<file path="config.mk">
export PLATFORM = sky130hd
export DESIGN_NAME = mppt_i2c_register_port
export DESIGN_NICKNAME = d
export VERILOG_FILES = /design/src/core/mppt_i2c_pkg.sv /design/src/core/mppt_start_compare.sv /design/src/core/mppt_i2c_register_port.sv
export SDC_FILE = /design/constraint.sdc
export NUM_CORES = 1
export LEC_CHECK = 0
export BUFFER_PORTS_ARGS = -buffer_cell sky130_fd_sc_hd__buf_2
export CAP_MARGIN = 20
export CORE_MARGIN = 2
export CORE_UTILIZATION = 55
export CTS_CLUSTER_SIZE = 10
export DETAILED_ROUTE_END_ITERATION = 8
export GPL_TIMING_DRIVEN = 0
export HOLD_SLACK_MARGIN = 0.03
export PLACE_DENSITY = 0.81
export SYNTH_ARGS = -nofsm -noshare
export SYNTH_HDL_FRONTEND = slang
export SYNTH_SLANG_ARGS = --single-unit
</file>
<file path="constraint.sdc">
create_clock -name clk -period 3.1 [get_ports clk]
set_input_delay 0.465 -clock clk [delete_from_list [all_inputs] [get_ports clk]]
set_output_delay 0.465 -clock clk [all_outputs]
set_load 0.03 [all_outputs]
</file>
<file path="src/core/mppt_i2c_pkg.sv">
// Constants, field layouts and state types of the I2C register port.
// Assumes a 25 MHz system clock and an external master at 100 kHz.
//
// Summary of operation
// - Trim register: four 8-bit offsets, reset zero
// - Compare currents against thresholds to gate tracking
// - Input upper threshold bits 39:30, reset 40
// - Input lower threshold bits 29:20, reset 24
// - Output upper threshold bits 19:10, reset 40
// - Output lower threshold bits 9:0, reset 24
// - Slave address from three strap pins
// - Clock line input only; data driven for acks/reads
// - Command byte E0 plus register number selects
// - Registers 0,1 read-only; 3,4,5 read/write
// - Writes commit only after seven data bytes; reads send at most seven
// - Read bytes returned least significant first

package mppt_i2c_pkg;

	////////////////////////////////////////////////////////////////////////////
	// Command and register selection

	localparam logic [7:0] CMD_BASE    = 8'hE0;
	localparam logic [2:0] REG_STATUS0 = 3'h0;
	localparam logic [2:0] REG_STATUS1 = 3'h1;
	localparam logic [2:0] REG_CONTROL = 3'h3;
	localparam logic [2:0] REG_TRIM    = 3'h4;
	localparam logic [2:0] REG_THRESH  = 3'h5;

	////////////////////////////////////////////////////////////////////////////
	// Transfer shape

	localparam int         REG_BITS      = 56;
	localparam int         BYTE_BITS     = 8;
	localparam logic [2:0] BYTES_PER_REG = 3'h7;
	localparam logic [3:0] BIT_LAST      = 4'h8;
	localparam logic [3:0] ADDR_PAD      = 4'h0;
	localparam int         SCL_RATE_HZ   = 100000;
	localparam int         CLK_HZ        = 25000000;

	////////////////////////////////////////////////////////////////////////////
	// Field layouts

	localparam int TRIM_WIDTH     = 8;
	localparam int TRIM_USED_BITS = 32;
	localparam int TRIM_VOUT_LSB  = 24;
	localparam int TRIM_IOUT_LSB  = 16;
	localparam int TRIM_VIN_LSB   = 8;
	localparam int TRIM_IIN_LSB   = 0;

	localparam int TH_WIDTH       = 10;
	localparam int TH_USED_BITS   = 40;
	localparam int TH_IIN_HI_LSB  = 30;
	localparam int TH_IIN_LO_LSB  = 20;
	localparam int TH_IOUT_HI_LSB = 10;
	localparam int TH_IOUT_LO_LSB = 0;

	////////////////////////////////////////////////////////////////////////////
	// Reset values

	localparam logic [31:0] TRIM_RESET    = 32'h00000000;
	localparam logic [39:0] THRESH_RESET  = {10'h028, 10'h018, 10'h028, 10'h018};
	localparam logic [55:0] CONTROL_RESET = 56'h0000FFFFF6DFE0;

	////////////////////////////////////////////////////////////////////////////
	// State types

	typedef enum logic [2:0] {
		ST_IDLE,
		ST_RX,
		ST_RX_ACK,
		ST_TX,
		ST_TX_ACK
	} link_state_e;

	typedef enum logic [1:0] {
		PH_ADDR,
		PH_CMD,
		PH_WDATA
	} byte_phase_e;

endpackage : mppt_i2c_pkg

</file>
<file path="src/core/mppt_start_compare.sv">
// Start/stop decision for tracking from the two current readings.
// Assumes readings come from converter logic on the same clock.
`timescale 1ns/1ps

module mppt_start_compare #(
	parameter int W = 10
) (
	input  wire logic         clk,
	input  wire logic         reset_n,
	input  wire logic [W-1:0] input_current,
	input  wire logic [W-1:0] output_current,
	input  wire logic [W-1:0] input_current_start_upper,
	input  wire logic [W-1:0] input_current_start_lower,
	input  wire logic [W-1:0] output_current_start_upper,
	input  wire logic [W-1:0] output_current_start_lower,
	output logic              tracking_r
);

	// Hysteresis: the gap between upper and lower stops chatter at the edge
	wire enter_cond = (input_current >= input_current_start_upper) ||
	                  (output_current >= output_current_start_upper);
	wire leave_cond = (input_current < input_current_start_lower) &&
	                  (output_current < output_current_start_lower);

	logic tracking_nxt;
	assign tracking_nxt = enter_cond ? 1'b1 : (leave_cond ? 1'b0 : tracking_r);

	always_ff @(posedge clk or negedge reset_n) begin
		if (!reset_n) begin
			tracking_r <= 1'b0;
		end else begin
			tracking_r <= tracking_nxt;
		end
	end

endmodule : mppt_start_compare

</file>
<file path="src/core/mppt_i2c_register_port.sv">
// I2C slave register port with the trim, threshold and control registers.
// Assumes open-drain bus pins resolved outside, master at 100 kHz.
`timescale 1ns/1ps

module mppt_i2c_register_port (
	input  wire logic        clk,
	input  wire logic        reset_n,
	input  wire logic        scl_in,
	input  wire logic        sda_in,
	output logic             sda_out,
	output logic             sda_oe,
	input  wire logic        slave_addr_strap_msb,
	input  wire logic        slave_addr_strap_mid,
	input  wire logic        slave_addr_strap_lsb,
	input  wire logic [55:0] status_word0,
	input  wire logic [55:0] status_word1,
	input  wire logic [9:0]  input_current_sense_pin,
	input  wire logic [9:0]  output_current_sense_pin,
	output logic [55:0]      control_word,
	output logic [7:0]       vout_offset,
	output logic [7:0]       iout_offset,
	output logic [7:0]       vin_offset,
	output logic [7:0]       iin_offset,
	output logic [9:0]       input_current_start_upper,
	output logic [9:0]       input_current_start_lower,
	output logic [9:0]       output_current_start_upper,
	output logic [9:0]       output_current_start_lower,
	output logic             tracking_enable
);

	////////////////////////////////////////////////////////////////////////////
	// Pin synchronisers

	logic       scl_s1_r;
	logic       scl_s2_r;
	logic       scl_d_r;
	logic       sda_s1_r;
	logic       sda_s2_r;
	logic       sda_d_r;
	logic [2:0] strap_s1_r;
	logic [2:0] strap_s2_r;

	always_ff @(posedge clk or negedge reset_n) begin
		if (!reset_n) begin
			scl_s1_r <= 1'b1;
			scl_s2_r <= 1'b1;
			scl_d_r  <= 1'b1;
			sda_s1_r <= 1'b1;
			sda_s2_r <= 1'b1;
			sda_d_r  <= 1'b1;
		end else begin
			scl_s1_r <= scl_in;
			scl_s2_r <= scl_s1_r;
			scl_d_r  <= scl_s2_r;
			sda_s1_r <= sda_in;
			sda_s2_r <= sda_s1_r;
			sda_d_r  <= sda_s2_r;
		end
	end

	// Straps are static; tracked continuously rather than latched once
	always_ff @(posedge clk or negedge reset_n) begin
		if (!reset_n) begin
			strap_s1_r <= 3'h0;
			strap_s2_r <= 3'h0;
		end else begin
			strap_s1_r <= {slave_addr_strap_msb, slave_addr_strap_mid,
			               slave_addr_strap_lsb};
			strap_s2_r <= strap_s1_r;
		end
	end

	////////////////////////////////////////////////////////////////////////////
	// Bus events

	wire scl_rise  = scl_s2_r & ~scl_d_r;
	wire scl_fall  = ~scl_s2_r & scl_d_r;
	wire start_det = scl_s2_r & scl_d_r & sda_d_r & ~sda_s2_r;
	wire stop_det  = scl_s2_r & scl_d_r & ~sda_d_r & sda_s2_r;

	////////////////////////////////////////////////////////////////////////////
	// State

	mppt_i2c_pkg::link_state_e state_r;
	mppt_i2c_pkg::link_state_e state_nxt;
	mppt_i2c_pkg::byte_phase_e phase_r;
	mppt_i2c_pkg::byte_phase_e phase_nxt;
	logic [3:0]                bit_cnt_r;
	logic [3:0]                bit_cnt_nxt;
	logic [7:0]                shift_r;
	logic [7:0]                shift_nxt;
	logic [7:0]                tx_r;
	logic [7:0]                tx_nxt;
	logic [2:0]                idx_r;
	logic [2:0]                idx_nxt;
	logic [2:0]                sel_r;
	logic [2:0]                sel_nxt;
	logic                      rw_r;
	logic                      rw_nxt;
	logic                      master_ack_r;
	logic                      master_ack_nxt;
	logic                      sda_oe_r;
	logic                      sda_oe_nxt;
	logic                      sda_out_r;
	logic [55:0]               wbuf_r;
	logic [55:0]               control_r;
	logic [31:0]               trim_r;
	logic [39:0]               thresh_r;

	////////////////////////////////////////////////////////////////////////////
	// Decode

	wire       addr_match = (shift_r[7:1] == {mppt_i2c_pkg::ADDR_PAD, strap_s2_r});
	wire [7:0] cmd_off    = shift_r - mppt_i2c_pkg::CMD_BASE;
	wire       cmd_known  = (cmd_off[2:0] == mppt_i2c_pkg::REG_STATUS0) ||
	                        (cmd_off[2:0] == mppt_i2c_pkg::REG_STATUS1) ||
	                        (cmd_off[2:0] == mppt_i2c_pkg::REG_CONTROL) ||
	                        (cmd_off[2:0] == mppt_i2c_pkg::REG_TRIM) ||
	                        (cmd_off[2:0] == mppt_i2c_pkg::REG_THRESH);
	wire       cmd_valid  = (cmd_off[7:3] == 5'h00) && cmd_known;
	// An eighth data byte is refused so no partial register follows
	wire       room_left  = (idx_r != mppt_i2c_pkg::BYTES_PER_REG);
	wire       byte_done  = (bit_cnt_r == mppt_i2c_pkg::BIT_LAST);

	logic rx_ack_ok;
	always_comb begin
		unique case (phase_r)
			mppt_i2c_pkg::PH_ADDR:  rx_ack_ok = addr_match;
			mppt_i2c_pkg::PH_CMD:   rx_ack_ok = cmd_valid;
			mppt_i2c_pkg::PH_WDATA: rx_ack_ok = room_left;
			default:                rx_ack_ok = 1'b0;
		endcase
	end

	logic [55:0] rd_word;
	always_comb begin
		unique case (sel_r)
			mppt_i2c_pkg::REG_STATUS0: rd_word = status_word0;
			mppt_i2c_pkg::REG_STATUS1: rd_word = status_word1;
			mppt_i2c_pkg::REG_CONTROL: rd_word = control_r;
			mppt_i2c_pkg::REG_TRIM:
				rd_word = {{(mppt_i2c_pkg::REG_BITS - mppt_i2c_pkg::TRIM_USED_BITS){1'b0}},
				           trim_r};
			mppt_i2c_pkg::REG_THRESH:
				rd_word = {{(mppt_i2c_pkg::REG_BITS - mppt_i2c_pkg::TH_USED_BITS){1'b0}},
				           thresh_r};
			default:                   rd_word = 56'h00000000000000;
		endcase
	end

	// Least significant byte goes first, indexed by bytes already sent
	wire [5:0] rd_lsb  = {idx_r, 3'h0};
	wire [7:0] rd_byte = rd_word[rd_lsb +: mppt_i2c_pkg::BYTE_BITS];

	// Write lands only once the seventh byte's acknowledge is complete
	wire commit = (state_r == mppt_i2c_pkg::ST_RX_ACK) && scl_fall &&
	              (phase_r == mppt_i2c_pkg::PH_WDATA) &&
	              (idx_r == mppt_i2c_pkg::BYTES_PER_REG);

	////////////////////////////////////////////////////////////////////////////
	// Byte engine

	always_comb begin
		state_nxt      = state_r;
		phase_nxt      = phase_r;
		bit_cnt_nxt    = bit_cnt_r;
		shift_nxt      = shift_r;
		tx_nxt         = tx_r;
		idx_nxt        = idx_r;
		sel_nxt        = sel_r;
		rw_nxt         = rw_r;
		master_ack_nxt = master_ack_r;
		sda_oe_nxt     = sda_oe_r;
		if (stop_det) begin
			state_nxt  = mppt_i2c_pkg::ST_IDLE;
			sda_oe_nxt = 1'b0;
		end else if (start_det) begin
			state_nxt   = mppt_i2c_pkg::ST_RX;
			phase_nxt   = mppt_i2c_pkg::PH_ADDR;
			bit_cnt_nxt = 4'h0;
			sda_oe_nxt  = 1'b0;
		end else begin
			unique case (state_r)
				mppt_i2c_pkg::ST_IDLE: begin
					sda_oe_nxt = 1'b0;
				end
				mppt_i2c_pkg::ST_RX: begin
					if (scl_rise && !byte_done) begin
						shift_nxt   = {shift_r[6:0], sda_s2_r};
						bit_cnt_nxt = bit_cnt_r + 4'h1;
					end else if (scl_fall && byte_done) begin
						if (rx_ack_ok) begin
							state_nxt  = mppt_i2c_pkg::ST_RX_ACK;
							sda_oe_nxt = 1'b1;
							unique case (phase_r)
								mppt_i2c_pkg::PH_ADDR: begin
									rw_nxt  = shift_r[0];
									idx_nxt = 3'h0;
								end
								mppt_i2c_pkg::PH_CMD: begin
									sel_nxt = cmd_off[2:0];
									idx_nxt = 3'h0;
								end
								mppt_i2c_pkg::PH_WDATA: begin
									idx_nxt = idx_r + 3'h1;
								end
							endcase
						end else begin
							state_nxt = mppt_i2c_pkg::ST_IDLE;
						end
					end
				end
				mppt_i2c_pkg::ST_RX_ACK: begin
					if (scl_fall) begin
						bit_cnt_nxt = 4'h0;
						if (phase_r == mppt_i2c_pkg::PH_ADDR && rw_r) begin
							state_nxt  = mppt_i2c_pkg::ST_TX;
							tx_nxt     = rd_byte;
							sda_oe_nxt = ~rd_byte[7];
							idx_nxt    = idx_r + 3'h1;
						end else begin
							state_nxt  = mppt_i2c_pkg::ST_RX;
							sda_oe_nxt = 1'b0;
							if (phase_r == mppt_i2c_pkg::PH_ADDR) begin
								phase_nxt = mppt_i2c_pkg::PH_CMD;
							end else begin
								phase_nxt = mppt_i2c_pkg::PH_WDATA;
							end
						end
					end
				end
				mppt_i2c_pkg::ST_TX: begin
					if (scl_rise) begin
						bit_cnt_nxt = bit_cnt_r + 4'h1;
					end else if (scl_fall) begin
						if (byte_done) begin
							state_nxt  = mppt_i2c_pkg::ST_TX_ACK;
							sda_oe_nxt = 1'b0;
						end else begin
							tx_nxt     = {tx_r[6:0], 1'b0};
							sda_oe_nxt = ~tx_r[6];
						end
					end
				end
				mppt_i2c_pkg::ST_TX_ACK: begin
					if (scl_rise) begin
						master_ack_nxt = ~sda_s2_r;
					end else if (scl_fall) begin
						// Stops after seven bytes even if the master keeps acking
						if (master_ack_r && room_left) begin
							state_nxt   = mppt_i2c_pkg::ST_TX;
							tx_nxt      = rd_byte;
							sda_oe_nxt  = ~rd_byte[7];
							idx_nxt     = idx_r + 3'h1;
							bit_cnt_nxt = 4'h0;
						end else begin
							state_nxt = mppt_i2c_pkg::ST_IDLE;
						end
					end
				end
			endcase
		end
	end

	always_ff @(posedge clk or negedge reset_n) begin
		if (!reset_n) begin
			state_r      <= mppt_i2c_pkg::ST_IDLE;
			phase_r      <= mppt_i2c_pkg::PH_ADDR;
			bit_cnt_r    <= 4'h0;
			shift_r      <= 8'h00;
			tx_r         <= 8'h00;
			idx_r        <= 3'h0;
			sel_r        <= mppt_i2c_pkg::REG_STATUS0;
			rw_r         <= 1'b0;
			master_ack_r <= 1'b0;
			sda_oe_r     <= 1'b0;
			sda_out_r    <= 1'b0;
		end else begin
			state_r      <= state_nxt;
			phase_r      <= phase_nxt;
			bit_cnt_r    <= bit_cnt_nxt;
			shift_r      <= shift_nxt;
			tx_r         <= tx_nxt;
			idx_r        <= idx_nxt;
			sel_r        <= sel_nxt;
			rw_r         <= rw_nxt;
			master_ack_r <= master_ack_nxt;
			sda_oe_r     <= sda_oe_nxt;
			sda_out_r    <= 1'b0;
		end
	end

	////////////////////////////////////////////////////////////////////////////
	// Write staging and registers

	wire       wbuf_load = (state_r == mppt_i2c_pkg::ST_RX) && scl_fall && byte_done &&
	                       (phase_r == mppt_i2c_pkg::PH_WDATA) && room_left;
	wire [5:0] wr_lsb    = {idx_r, 3'h0};

	always_ff @(posedge clk or negedge reset_n) begin
		if (!reset_n) begin
			wbuf_r <= 56'h00000000000000;
		end else if (wbuf_load) begin
			wbuf_r[wr_lsb +: mppt_i2c_pkg::BYTE_BITS] <= shift_r;
		end
	end

	// Status selections get no write strobe from commit, so writes to them vanish
	wire wr_control = commit && (sel_r == mppt_i2c_pkg::REG_CONTROL);
	wire wr_trim    = commit && (sel_r == mppt_i2c_pkg::REG_TRIM);
	wire wr_thresh  = commit && (sel_r == mppt_i2c_pkg::REG_THRESH);

	always_ff @(posedge clk or negedge reset_n) begin
		if (!reset_n) begin
			control_r <= mppt_i2c_pkg::CONTROL_RESET;
			trim_r    <= mppt_i2c_pkg::TRIM_RESET;
			thresh_r  <= mppt_i2c_pkg::THRESH_RESET;
		end else begin
			if (wr_control) begin
				control_r <= wbuf_r;
			end
			if (wr_trim) begin
				trim_r <= wbuf_r[mppt_i2c_pkg::TRIM_USED_BITS-1:0];
			end
			if (wr_thresh) begin
				thresh_r <= wbuf_r[mppt_i2c_pkg::TH_USED_BITS-1:0];
			end
		end
	end

	////////////////////////////////////////////////////////////////////////////
	// Outputs

	assign sda_out      = sda_out_r;
	assign sda_oe       = sda_oe_r;
	assign control_word = control_r;
	assign vout_offset  = trim_r[mppt_i2c_pkg::TRIM_VOUT_LSB +: mppt_i2c_pkg::TRIM_WIDTH];
	assign iout_offset  = trim_r[mppt_i2c_pkg::TRIM_IOUT_LSB +: mppt_i2c_pkg::TRIM_WIDTH];
	assign vin_offset   = trim_r[mppt_i2c_pkg::TRIM_VIN_LSB +: mppt_i2c_pkg::TRIM_WIDTH];
	assign iin_offset   = trim_r[mppt_i2c_pkg::TRIM_IIN_LSB +: mppt_i2c_pkg::TRIM_WIDTH];
	assign input_current_start_upper =
		thresh_r[mppt_i2c_pkg::TH_IIN_HI_LSB +: mppt_i2c_pkg::TH_WIDTH];
	assign input_current_start_lower =
		thresh_r[mppt_i2c_pkg::TH_IIN_LO_LSB +: mppt_i2c_pkg::TH_WIDTH];
	assign output_current_start_upper =
		thresh_r[mppt_i2c_pkg::TH_IOUT_HI_LSB +: mppt_i2c_pkg::TH_WIDTH];
	assign output_current_start_lower =
		thresh_r[mppt_i2c_pkg::TH_IOUT_LO_LSB +: mppt_i2c_pkg::TH_WIDTH];

	mppt_start_compare #(
		.W (mppt_i2c_pkg::TH_WIDTH)
	) u_start_compare (
		.clk                        (clk),
		.reset_n                    (reset_n),
		.input_current              (input_current_sense_pin),
		.output_current             (output_current_sense_pin),
		.input_current_start_upper  (input_current_start_upper),
		.input_current_start_lower  (input_current_start_lower),
		.output_current_start_upper (output_current_start_upper),
		.output_current_start_lower (output_current_start_lower),
		.tracking_r                 (tracking_enable)
	);

endmodule : mppt_i2c_register_port

</file>
==> flow_metrics.py, run 1 <==
metrics = {
    "power_and_ir_drop": {
        "p_total_mw": 6.49,
        "switching_share": 0.245,
        "pwr-share-seq": 0.477,
        "switching_power_mw": 1.59,
        "cellLeakagePower_nw": 7.27,
        "power.density_mw_per_mm2": 431,
        "vdd_drop_max_v": 0.000393,
        "p_int_mw": 4.91,
        "p_comb_frac": 0.081,
        "clkPwrFrac": 0.442,
    },
    "outcome": {
        "violations": "negative setup slack",
        "outcome": "finished, violations left",
    },
    "synthesis": {
        "synthTopCellsByCount": "184 x dfrtp_1, 163 x mux2_2, 92 x o21ai_0",
        "syn-num-nets": 1306,
        "postSynthCellCount": 1123,
        "ys_seq_area_frac": 0.469,
        "ys_seq_elements": 230,
        "synth_edf_count": 0,
        "synth_top_area_frac": 0.372,
        "synth_warnings": 0,
        "synth_largest_area_cell": "dfrtp_1",
        "synth_area_mm2": 0.0124,
        "synth_cell_type_count": 75,
        "yosysMostFrequentCell": "dfrtp_1",
        "ys.flop_type": "dfrtp_1",
        "syn_avg_cell_area_um2": 11.0,
        "synth.area.top_cells": "dfrtp_1 37%, mux2_2 15%, dfstp_2 9.8%, ha_1 4.4%, o21ai_0 3.7%",
        "synth-async-reset-ratio": 1.00,
    },
    "detailed_routing": {
        "drc": 0,
        "num_vias": 11400,
        "drt_first_pass_iters": 6,
        "wl_um": 46800,
        "drtIter0Drc": 1399,
        "wl_per_cell_um": 27.1,
        "viasPerCell": 6.60,
        "ant_nets": 0,
    },
    "clocking": {
        "cts.sinks": 230,
        "htreeDepth": 1,
        "cts_tree": "built",
        "clkLatencyLatePin_ns": 0.55,
        "cts_inserted_buffers": 27,
        "cts-root-buf": "clkbuf_16",
        "cts.clk_slew.worst_paths_ns": 0.06,
        "cts_buffer_depth": 3,
    },
    "setup_path": {
        "cp-end-kind": "flop",
        "worstSetupStartpointType": "flop",
        "crit_required_ns": 3.55,
        "path_class": "flop to flop",
        "cp_max_fo": 10,
        "arrival_ns": 3.60,
        "worstRegToRegCells": 8,
    },
    "floorplan": {
        "die-area_mm2": 0.0237,
        "start_util": 0.564,
        "io_pins": 270,
        "die_y_um": 154,
        "core_area_mm2": 0.0220,
        "die_x_um": 154,
        "rows": 54,
    },
    "worst_hold_path": {
        "hold_path_class": "input port to flop",
        "min_path_cells": 1,
    },
    "sta": {
        "worst_pin_slew_ns": 1.21,
        "final.setup_skew_ns": 0.0185,
        "setup_viol": 1,
        "relSlewSlack": 0.189,
        "hold_ws_ns": 0.0347,
        "post-route-min-period_ns": 3.14,
        "drv_slew": 0,
        "rsz0062_at_grt": "no",
        "max_freq_mhz": 318,
        "finalCritPeriodShare": 1.01,
        "setup_slack_ns": -0.0431,
        "hold_violations": 0,
    },
    "place": {
        "place_ws_ns": -0.296,
        "gp_congestion": 1.04,
        "dp_hpwl_um": 34100,
        "port-buffer-count": 268,
    },
    "final_layout": {
        "drive_gt1_frac": 0.406,
        "fin_nets": 1611,
        "n_antenna_cell": 0,
        "areaGrowthSynthToFinish_pct": 21.6,
        "post-route-util": 0.686,
        "n_fill_cell": 1688,
    },
    "global_routing": {
        "grt_pass1_wl_um": 68700,
        "grt_pass1_vias": 11100,
        "globalRouteMet1Util": 0.525,
        "grtUsageMet2": 0.591,
        "grt_max_degree": 98,
        "antenna_found_initial": 2,
        "grt_overflow": 0,
        "grt_busiest_layer": "met2",
        "grt_use_met3": 0.0992,
        "grt_use_total": 0.389,
    },
    "flow_run": {
        "max_cap_viol_count": 0,
    },
}
## final timing paths
check / slack [ns] / start / end
max: -0.04 / sel_r[0] / tx_r[4]
min: 0.03 / slave_addr_strap_msb / strap_s1_r[2]
max reg2reg: -0.04 / sel_r[0] / tx_r[4]
min reg2reg: 0.35 / strap_s1_r[0] / strap_s2_r[0]
max in group asynchronous: 1.79 / reset_n / control_word[11]
min in group asynchronous: 0.47 / reset_n / strap_s2_r[0]
## layout make-up
type / instances / area [µm²] / area share
multi-input combinational: 762 / 6050 / 0.402
clock inverter: 2 / 13.8 / 0.000914
timing repair buffer: 277 / 1510 / 0.100
buffer: 80 / 377 / 0.0250
sequential: 230 / 5810 / 0.386
clock buffer: 47 / 761 / 0.0505
inverter: 50 / 188 / 0.0125
tap: 280 / 350 / 0.0233
## worst max-delay path: stages, from the launching register on
cell,delay [ns]
dfrtp_1,0.36
clkbuf_1,0.20
clkbuf_4,0.31
nor2_2,0.51
clkbuf_1,0.56
a22oi_1,0.18
o221ai_1,0.40
nand4_1,0.23
a41oi_1,0.28
## per-stage QoR
stage	cells	TNS, ns	instance area (µm²)
floorplan	1123	0	12400
global placement	1671	-473.11	14100
detailed placement	1673	-3.84	14100
CTS	1726	0	15000
global route	1728	0	15100
finish	1728	-0.0431	15100
## power by group through the flow
stage / clock, mW / sequential [mW] / combinational (mW)
finish: 2.87 / 3.09 / 0.526
global placement: 0 / 3.14 / 0.489
detailed placement: 0 / 3.14 / 0.507
floorplan: 0 / 3.13 / 0.230
CTS: 2.87 / 3.09 / 0.517
global route: 2.98 / 3.10 / 0.578
## logic make-up (layout without fill, tap and decap cells)
| logic type | count (synthesis) | count (layout) | synth area share |
|---|---|---|---|
| AO/OA/AOI/OAI | 289 | 289 | 0.153 |
| XOR/XNOR | 4 | 4 | 0.00283 |
| adder cells (fa/ha/maj) | 44 | 44 | 0.0445 |
| buffers and inverters | 131 | 456 | 0.0432 |
| flip-flops | 230 | 230 | 0.469 |
| multiplexers | 217 | 217 | 0.199 |
| other | 1 | 1 | 0.000303 |
| AND/OR/NAND/NOR | 207 | 207 | 0.0883 |
## placed cells by master, fill, tap and decap left out, types with 8 or more instances in the layout
cell type / Yosys / final
mux2_4: 14 / 14
a21oi_1: 41 / 41
ha_1: 44 / 44
nand2b_1: 9 / 9
mux2_2: 163 / 163
mux2i_1: 36 / 36
nor2b_1: 13 / 13
clkbuf_1: 40 / 51
a22oi_1: 46 / 46
nand3_1: 18 / 18
nand2_1: 77 / 77
a211oi_1: 8 / 8
dfrtp_1: 184 / 184
o21ai_0: 92 / 92
a31oi_1: 10 / 10
clkbuf_16: 0 / 27
o221ai_1: 8 / 8
buf_2: 26 / 292
nor2_1: 39 / 37
inv_1: 49 / 49
o22ai_1: 15 / 15
clkbuf_2: 0 / 9
dfstp_2: 46 / 46
a21o_1: 8 / 8
## sequential cells by signal, summed over array words and instances, names as in the netlist
signal                      cells
scl_d_r                         1
wbuf_r                         56
idx_r                           3
trim_r                         32
scl_s1_r                        1
control_word                   56
sda_oe                          1
bit_cnt_r                       4
sda_d_r                         1
strap_s2_r                      3
phase_r                         2
thresh_r                       40
master_ack_r                    1
state_r                         3
sda_s2_r                        1
shift_r                         8
sda_s1_r                        1
u_start_compare.tracking_r      1
strap_s1_r                      3
sel_r                           3
rw_r                            1
tx_r                            7
scl_s2_r                        1
## per-layer routing
layer  vias up  share of wire  routed length, µm
met5         -              0                  0
met4         0          0.060               2790
met3       199           0.13               6040
met2       890           0.44              20400
met1      5572           0.37              17500
li1       4750              -                  -
## repair_timing
item,CTS,global route
endpoints found under the hold margin,54,0
gates resized for setup,10,17
buffers inserted,0,3
hold buffers,4,0
pin swaps,0,2
setup endpoints to repair,43,139
cloned,0,0
No activity file was read; power rests on OpenSTA's default activity.
==> inputs of run 2 (changes only) <==
--- a/config.mk
+++ b/config.mk
@@ -8,12 +8,12 @@
 export BUFFER_PORTS_ARGS = -buffer_cell sky130_fd_sc_hd__buf_2
 export CAP_MARGIN = 20
 export CORE_MARGIN = 2
-export CORE_UTILIZATION = 55
+export CORE_UTILIZATION = 50
 export CTS_CLUSTER_SIZE = 10
 export DETAILED_ROUTE_END_ITERATION = 8
 export GPL_TIMING_DRIVEN = 0
 export HOLD_SLACK_MARGIN = 0.03
-export PLACE_DENSITY = 0.81
+export PLACE_DENSITY = 0.74
 export SYNTH_ARGS = -nofsm -noshare
 export SYNTH_HDL_FRONTEND = slang
 export SYNTH_SLANG_ARGS = --single-unit
==> flow_metrics.py, run 2 (synthesis gave the netlist of run 1 again) <==
metrics = {
    "clocking": {
        "clkLatencyLatePin_ns": 0.53,
        "htreeDepth": 1,
        "cts.sinks": 230,
        "cts.clk_slew.worst_paths_ns": 0.07,
        "cts_inserted_buffers": 27,
        "cts_buffer_depth": 3,
        "cts-root-buf": "clkbuf_16",
        "cts_tree": "built",
    },
    "setup_path": {
        "reg2reg_from": "sel_r[0]",
        "cp_slowest_cell": "nor3_1",
        "path_delay_family": "compound AO/OA/AOI/OAI gates",
        "cp-end-kind": "flop",
        "worstSetupStartpointType": "flop",
        "setup.worst_path.start": "sel_r[0]",
        "crit_buf_inv": 2,
        "crit_required_ns": 3.53,
        "arrival_ns": 3.45,
        "cp_cell_sequence": "clkbuf_1 -> buf_4 -> nor3_1 -> o221ai_1 -> a211oi_1 -> a311oi_1 -> a221oi_1",
        "path_class": "flop to flop",
        "cp_max_fo": 10,
        "max_stage_delay_ns": 0.90,
    },
    "sta": {
        "rsz0062_at_grt": "no",
        "drv_slew": 0,
        "relSlewSlack": 0.225,
        "final.setup_skew_ns": 0.0125,
        "hold_violations": 11,
        "hold_ws_ns": -0.0412,
        "setup_viol": 0,
        "worst_pin_slew_ns": 1.15,
        "finalCritPeriodShare": 0.974,
        "post-route-min-period_ns": 3.02,
        "setup_slack_ns": 0.0812,
        "max_freq_mhz": 331,
    },
    "detailed_routing": {
        "num_vias": 11100,
        "drc": 0,
        "drt_first_pass_iters": 5,
        "wl_per_cell_um": 27.1,
        "drtIter0Drc": 1204,
        "wl_um": 47900,
        "viasPerCell": 6.29,
        "ant_nets": 0,
    },
    "final_layout": {
        "n_antenna_cell": 0,
        "post-route-util": 0.620,
        "mostFrequentLayoutCell": "buf_2",
        "final_cell_mix": "291 x buf_2, 183 x dfrtp_1, 163 x mux2_2, 92 x o21ai_0, 77 x nand2_1",
        "drive_gt1_frac": 0.406,
        "fin_nets": 1609,
        "areaGrowthSynthToFinish_pct": 21.7,
        "fin_cells": 1770,
        "n_fill_cell": 2062,
    },
    "floorplan": {
        "rows": 57,
        "die_y_um": 161,
        "start_util": 0.509,
        "die_x_um": 161,
        "io_pins": 270,
        "die-area_mm2": 0.0260,
        "core_area_mm2": 0.0243,
    },
    "outcome": {
        "outcome": "finished, violations left",
        "violations": "negative hold slack",
    },
    "global_routing": {
        "grt_overflow": 0,
        "antenna_found_initial": 0,
        "grt_use_total": 0.364,
        "grt_max_degree": 120,
        "grt_pass1_wl_um": 69700,
        "grt_pass1_vias": 10900,
    },
    "place": {
        "dp_cells": 1716,
        "dp_hpwl_um": 35500,
        "port-buffer-count": 268,
        "place_ws_ns": -0.390,
        "gp_congestion": 1.02,
    },
    "worst_hold_path": {
        "hold_path_class": "input port to asynchronous set/reset pin",
    },
    "flow_run": {
        "max_cap_viol_count": 0,
    },
    "power_and_ir_drop": {
        "vdd_drop_max_v": 0.000349,
        "cellLeakagePower_nw": 7.24,
        "p_total_mw": 6.55,
        "power.density_mw_per_mm2": 434,
    },
}
## run 2: cell types whose count changed in the layout (fill, tap and decap cells not counted), sizes merged
cell,change
clkbuf,+1
buf,-1
clkinv,-1
inv,-1
## run 2: where the power goes
part           switching, mW  internal, mW  total (mW)
logic                  0.322         0.204       0.526
clock network           1.24          1.69        2.93
registers             0.0413          3.05        3.09
## run 2: area by class of cell
class                   count  area [µm²]  area share
plain buffers              80         373      0.0247
clock buffers              49         788      0.0523
inverters                  50         188      0.0124
multi-input cells         762        6050       0.401
flip-flops and latches    230        5810       0.386
well taps                 324         405      0.0269
repair buffers            275        1460      0.0968
## run 2: worst paths after layout
path	cells after the start	end	slack, ns
hold / removal	1	shift_r[0]	-0.04
setup / recovery	7	tx_r[2]	0.08
max in group asynchronous	2	thresh_r[30]	2.06
setup reg to reg	7	tx_r[2]	0.08
min in group clk	1	strap_s1_r[1]	0.05
hold reg to reg	0	strap_s2_r[2]	0.35
## run 2: per-stage QoR
stage / area, µm² / TNS, ns
6_report: 15100 / 0
5_1_grt: 15100 / 0
3_5_place_dp: 14200 / -9.60
4_1_cts: 15000 / 0
2_1_floorplan: 12400 / 0
3_3_place_gp: 14100 / -490.73
## run 2: timing repair
| action | 4_1_cts | 5_1_grt |
|---|---|---|
| gates resized for setup | 10 | 17 |
| setup endpoints to repair | 43 | 67 |
| hold buffers | 3 | 1 |
| setup buffers | 0 | 2 |
| pin swaps | 0 | 1 |
| endpoints found under the hold margin | 3 | 1 |
## run 2: metal layers
layer,vias up,GRT usage,routed length (µm)
met1,5547,0.503,19100
li1,4750,-,-
met3,132,0.0621,4700
met2,706,0.571,21800
met4,0,0.150,2360
met5,-,0,0
==> inputs of run 3 (changes only) <==
--- a/config.mk
+++ b/config.mk
@@ -13,7 +13,8 @@
 export DETAILED_ROUTE_END_ITERATION = 8
 export GPL_TIMING_DRIVEN = 0
 export HOLD_SLACK_MARGIN = 0.03
-export PLACE_DENSITY = 0.74
+export PLACE_DENSITY_LB_ADDON = 0.12
+export REMOVE_ABC_BUFFERS = 1
 export SYNTH_ARGS = -nofsm -noshare
 export SYNTH_HDL_FRONTEND = slang
 export SYNTH_SLANG_ARGS = --single-unit
==> flow_metrics.py, run 3 (synthesis gave the netlist of run 1 again) <==
metrics = {
    "clocking": {
        "cts.sinks": 230,
        "cts-root-buf": "clkbuf_16",
        "cts.clk_slew.worst_paths_ns": 0.06,
        "clkLatencyLatePin_ns": 0.55,
        "cts_buffer_depth": 3,
        "cts_inserted_buffers": 28,
        "cts_tree": "built",
        "htreeDepth": 1,
    },
    "global_routing": {
        "antenna_found_initial": 0,
        "grt_overflow": 0,
        "grt_use_total": 0.307,
        "grt_max_degree": 122,
        "grt_pass1_vias": 9954,
        "grt_pass1_wl_um": 60500,
    },
    "setup_path": {
        "r2r_end": "wbuf_r[14]",
        "worstSetupStartpointType": "flop",
        "reg2reg_from": "idx_r[1]",
        "cp_max_fo": 15,
        "path_class": "flop to flop",
        "cp-end-kind": "flop",
        "setup.worst_path.start": "idx_r[1]",
        "worstRegToRegCells": 6,
        "crit_required_ns": 3.52,
        "arrival_ns": 3.42,
        "regToRegSetupSlack_ns": 0.11,
        "critPathCapture": "wbuf_r[14]",
    },
    "final_layout": {
        "mostFrequentLayoutCell": "buf_2",
        "areaGrowthSynthToFinish_pct": 22.4,
        "drive_gt1_frac": 0.420,
        "final_cell_mix": "268 x buf_2, 180 x dfrtp_1, 163 x mux2_2, 92 x o21ai_0, 77 x nand2_1",
        "finalInstanceArea_mm2": 0.0152,
        "n_antenna_cell": 0,
        "post-route-util": 0.624,
        "fin_cells": 1714,
        "n_fill_cell": 2096,
        "fin_nets": 1552,
    },
    "power_and_ir_drop": {
        "power.density_mw_per_mm2": 443,
        "vdd_drop_max_v": 0.000411,
        "cellLeakagePower_nw": 7.19,
    },
    "sta": {
        "hold_violations": 0,
        "finalCritPeriodShare": 0.965,
        "final.setup_skew_ns": 0.0174,
        "worst_pin_slew_ns": 0.909,
        "relSlewSlack": 0.393,
        "post-route-min-period_ns": 2.99,
        "setup_viol": 0,
        "rsz0062_at_grt": "no",
        "drv_slew": 0,
        "hold_ws_ns": 0.0410,
        "max_freq_mhz": 334,
    },
    "place": {
        "dpl_cell_area_mm2": 0.0141,
        "dp_hpwl_um": 28600,
        "port-buffer-count": 268,
        "gp_congestion": 0.919,
        "dp_cells": 1649,
    },
    "detailed_routing": {
        "drt_first_pass_iters": 5,
        "wl_um": 40800,
        "ant_nets": 0,
        "num_vias": 10300,
        "drc": 0,
        "wl_per_cell_um": 23.8,
        "viasPerCell": 6.02,
        "drtIter0Drc": 842,
    },
    "floorplan": {
        "die_y_um": 161,
        "die-area_mm2": 0.0260,
        "core_area_mm2": 0.0243,
        "start_util": 0.509,
        "io_pins": 270,
        "die_x_um": 161,
        "rows": 57,
    },
    "flow_run": {
        "max_cap_viol_count": 0,
    },
    "worst_hold_path": {
        "min_path_cells": 1,
        "hold_path_class": "input port to flop",
    },
    "outcome": {
        "outcome": "finished clean",
    },
}
## run 3: changes by cell type in the layout (fill, tap and decap cells not counted), moves of 5 or more
cell,delta
clkbuf_1,-33
buf_2,-23
clkbuf_2,-10
buf_1,-6
buf_6,+6
buf_12,+5
## run 3: how the worst min path moves through the flow
| stage | from | endpoint | slack, ns |
|---|---|---|---|
| after CTS | slave_addr_strap_msb | strap_s1_r[2] | 0.03 |
| after global placement | strap_s1_r[2] | strap_s2_r[2] | 0.34 |
| after global routing | slave_addr_strap_mid | strap_s1_r[1] | 0.03 |
| after floorplan | reset_n | bit_cnt_r[0] | 0.17 |
| after detailed placement | strap_s1_r[0] | strap_s2_r[0] | 0.35 |
| final | slave_addr_strap_mid | strap_s1_r[1] | 0.04 |
## run 3: area by class of cell
cell class                      count  area, µm²  share of cell area
Tap cell                          324        405              0.0267
Timing Repair Buffer              297       1770               0.117
Clock inverter                      2       38.8             0.00256
Sequential cell                   230       5820               0.384
Multi-Input combinational cell    762       6120               0.404
Clock buffer                       49        821              0.0541
Inverter                           50        188              0.0124
## run 3: repair_timing
| item | 4_1_cts | 5_1_grt |
|---|---|---|
| hold endpoints to repair | 19 | 0 |
| pin swaps | 2 | 1 |
| endpoints found under the setup margin | 82 | 48 |
| resized for setup | 7 | 6 |
| setup buffers | 6 | 4 |
| hold buffers | 4 | 0 |
## run 3: critical path, cell delays in order (launching register included)
cell and delay (ns):
dfrtp_1 0.67, inv_1 0.44, ha_1 0.32, ha_1 0.31
nand3_2 0.15, or4_4 0.61, mux2_1 0.36
## run 3: power by group
part	switching [mW]	leakage, nW	internal [mW]
clock	1.26	0.412	1.86
sequential	0.0781	2.97	3.05
combinational	0.279	3.80	0.199
total	1.61	7.19	5.11
## run 3: per-layer routing
layer	track usage	wire [µm]	up-vias
li1	-	-	4625
met1	0.436	17700	5129
met2	0.465	18100	472
met3	0.0696	3530	93
met4	0.105	1500	0
met5	0	0	-
## run 3: metrics by stage
step | total power [mW] | setup TNS, ns | worst slack [ns]
after floorplan | 3.36 | -286.78 | -3.47
after detailed placement | 3.65 | -9.65 | -0.283
final | 6.72 | 0 | 0.107
after global placement | 3.63 | -1264.38 | -7.93
after CTS | 6.75 | 0 | 0.0172
after global routing | 6.95 | 0 | 0.00344
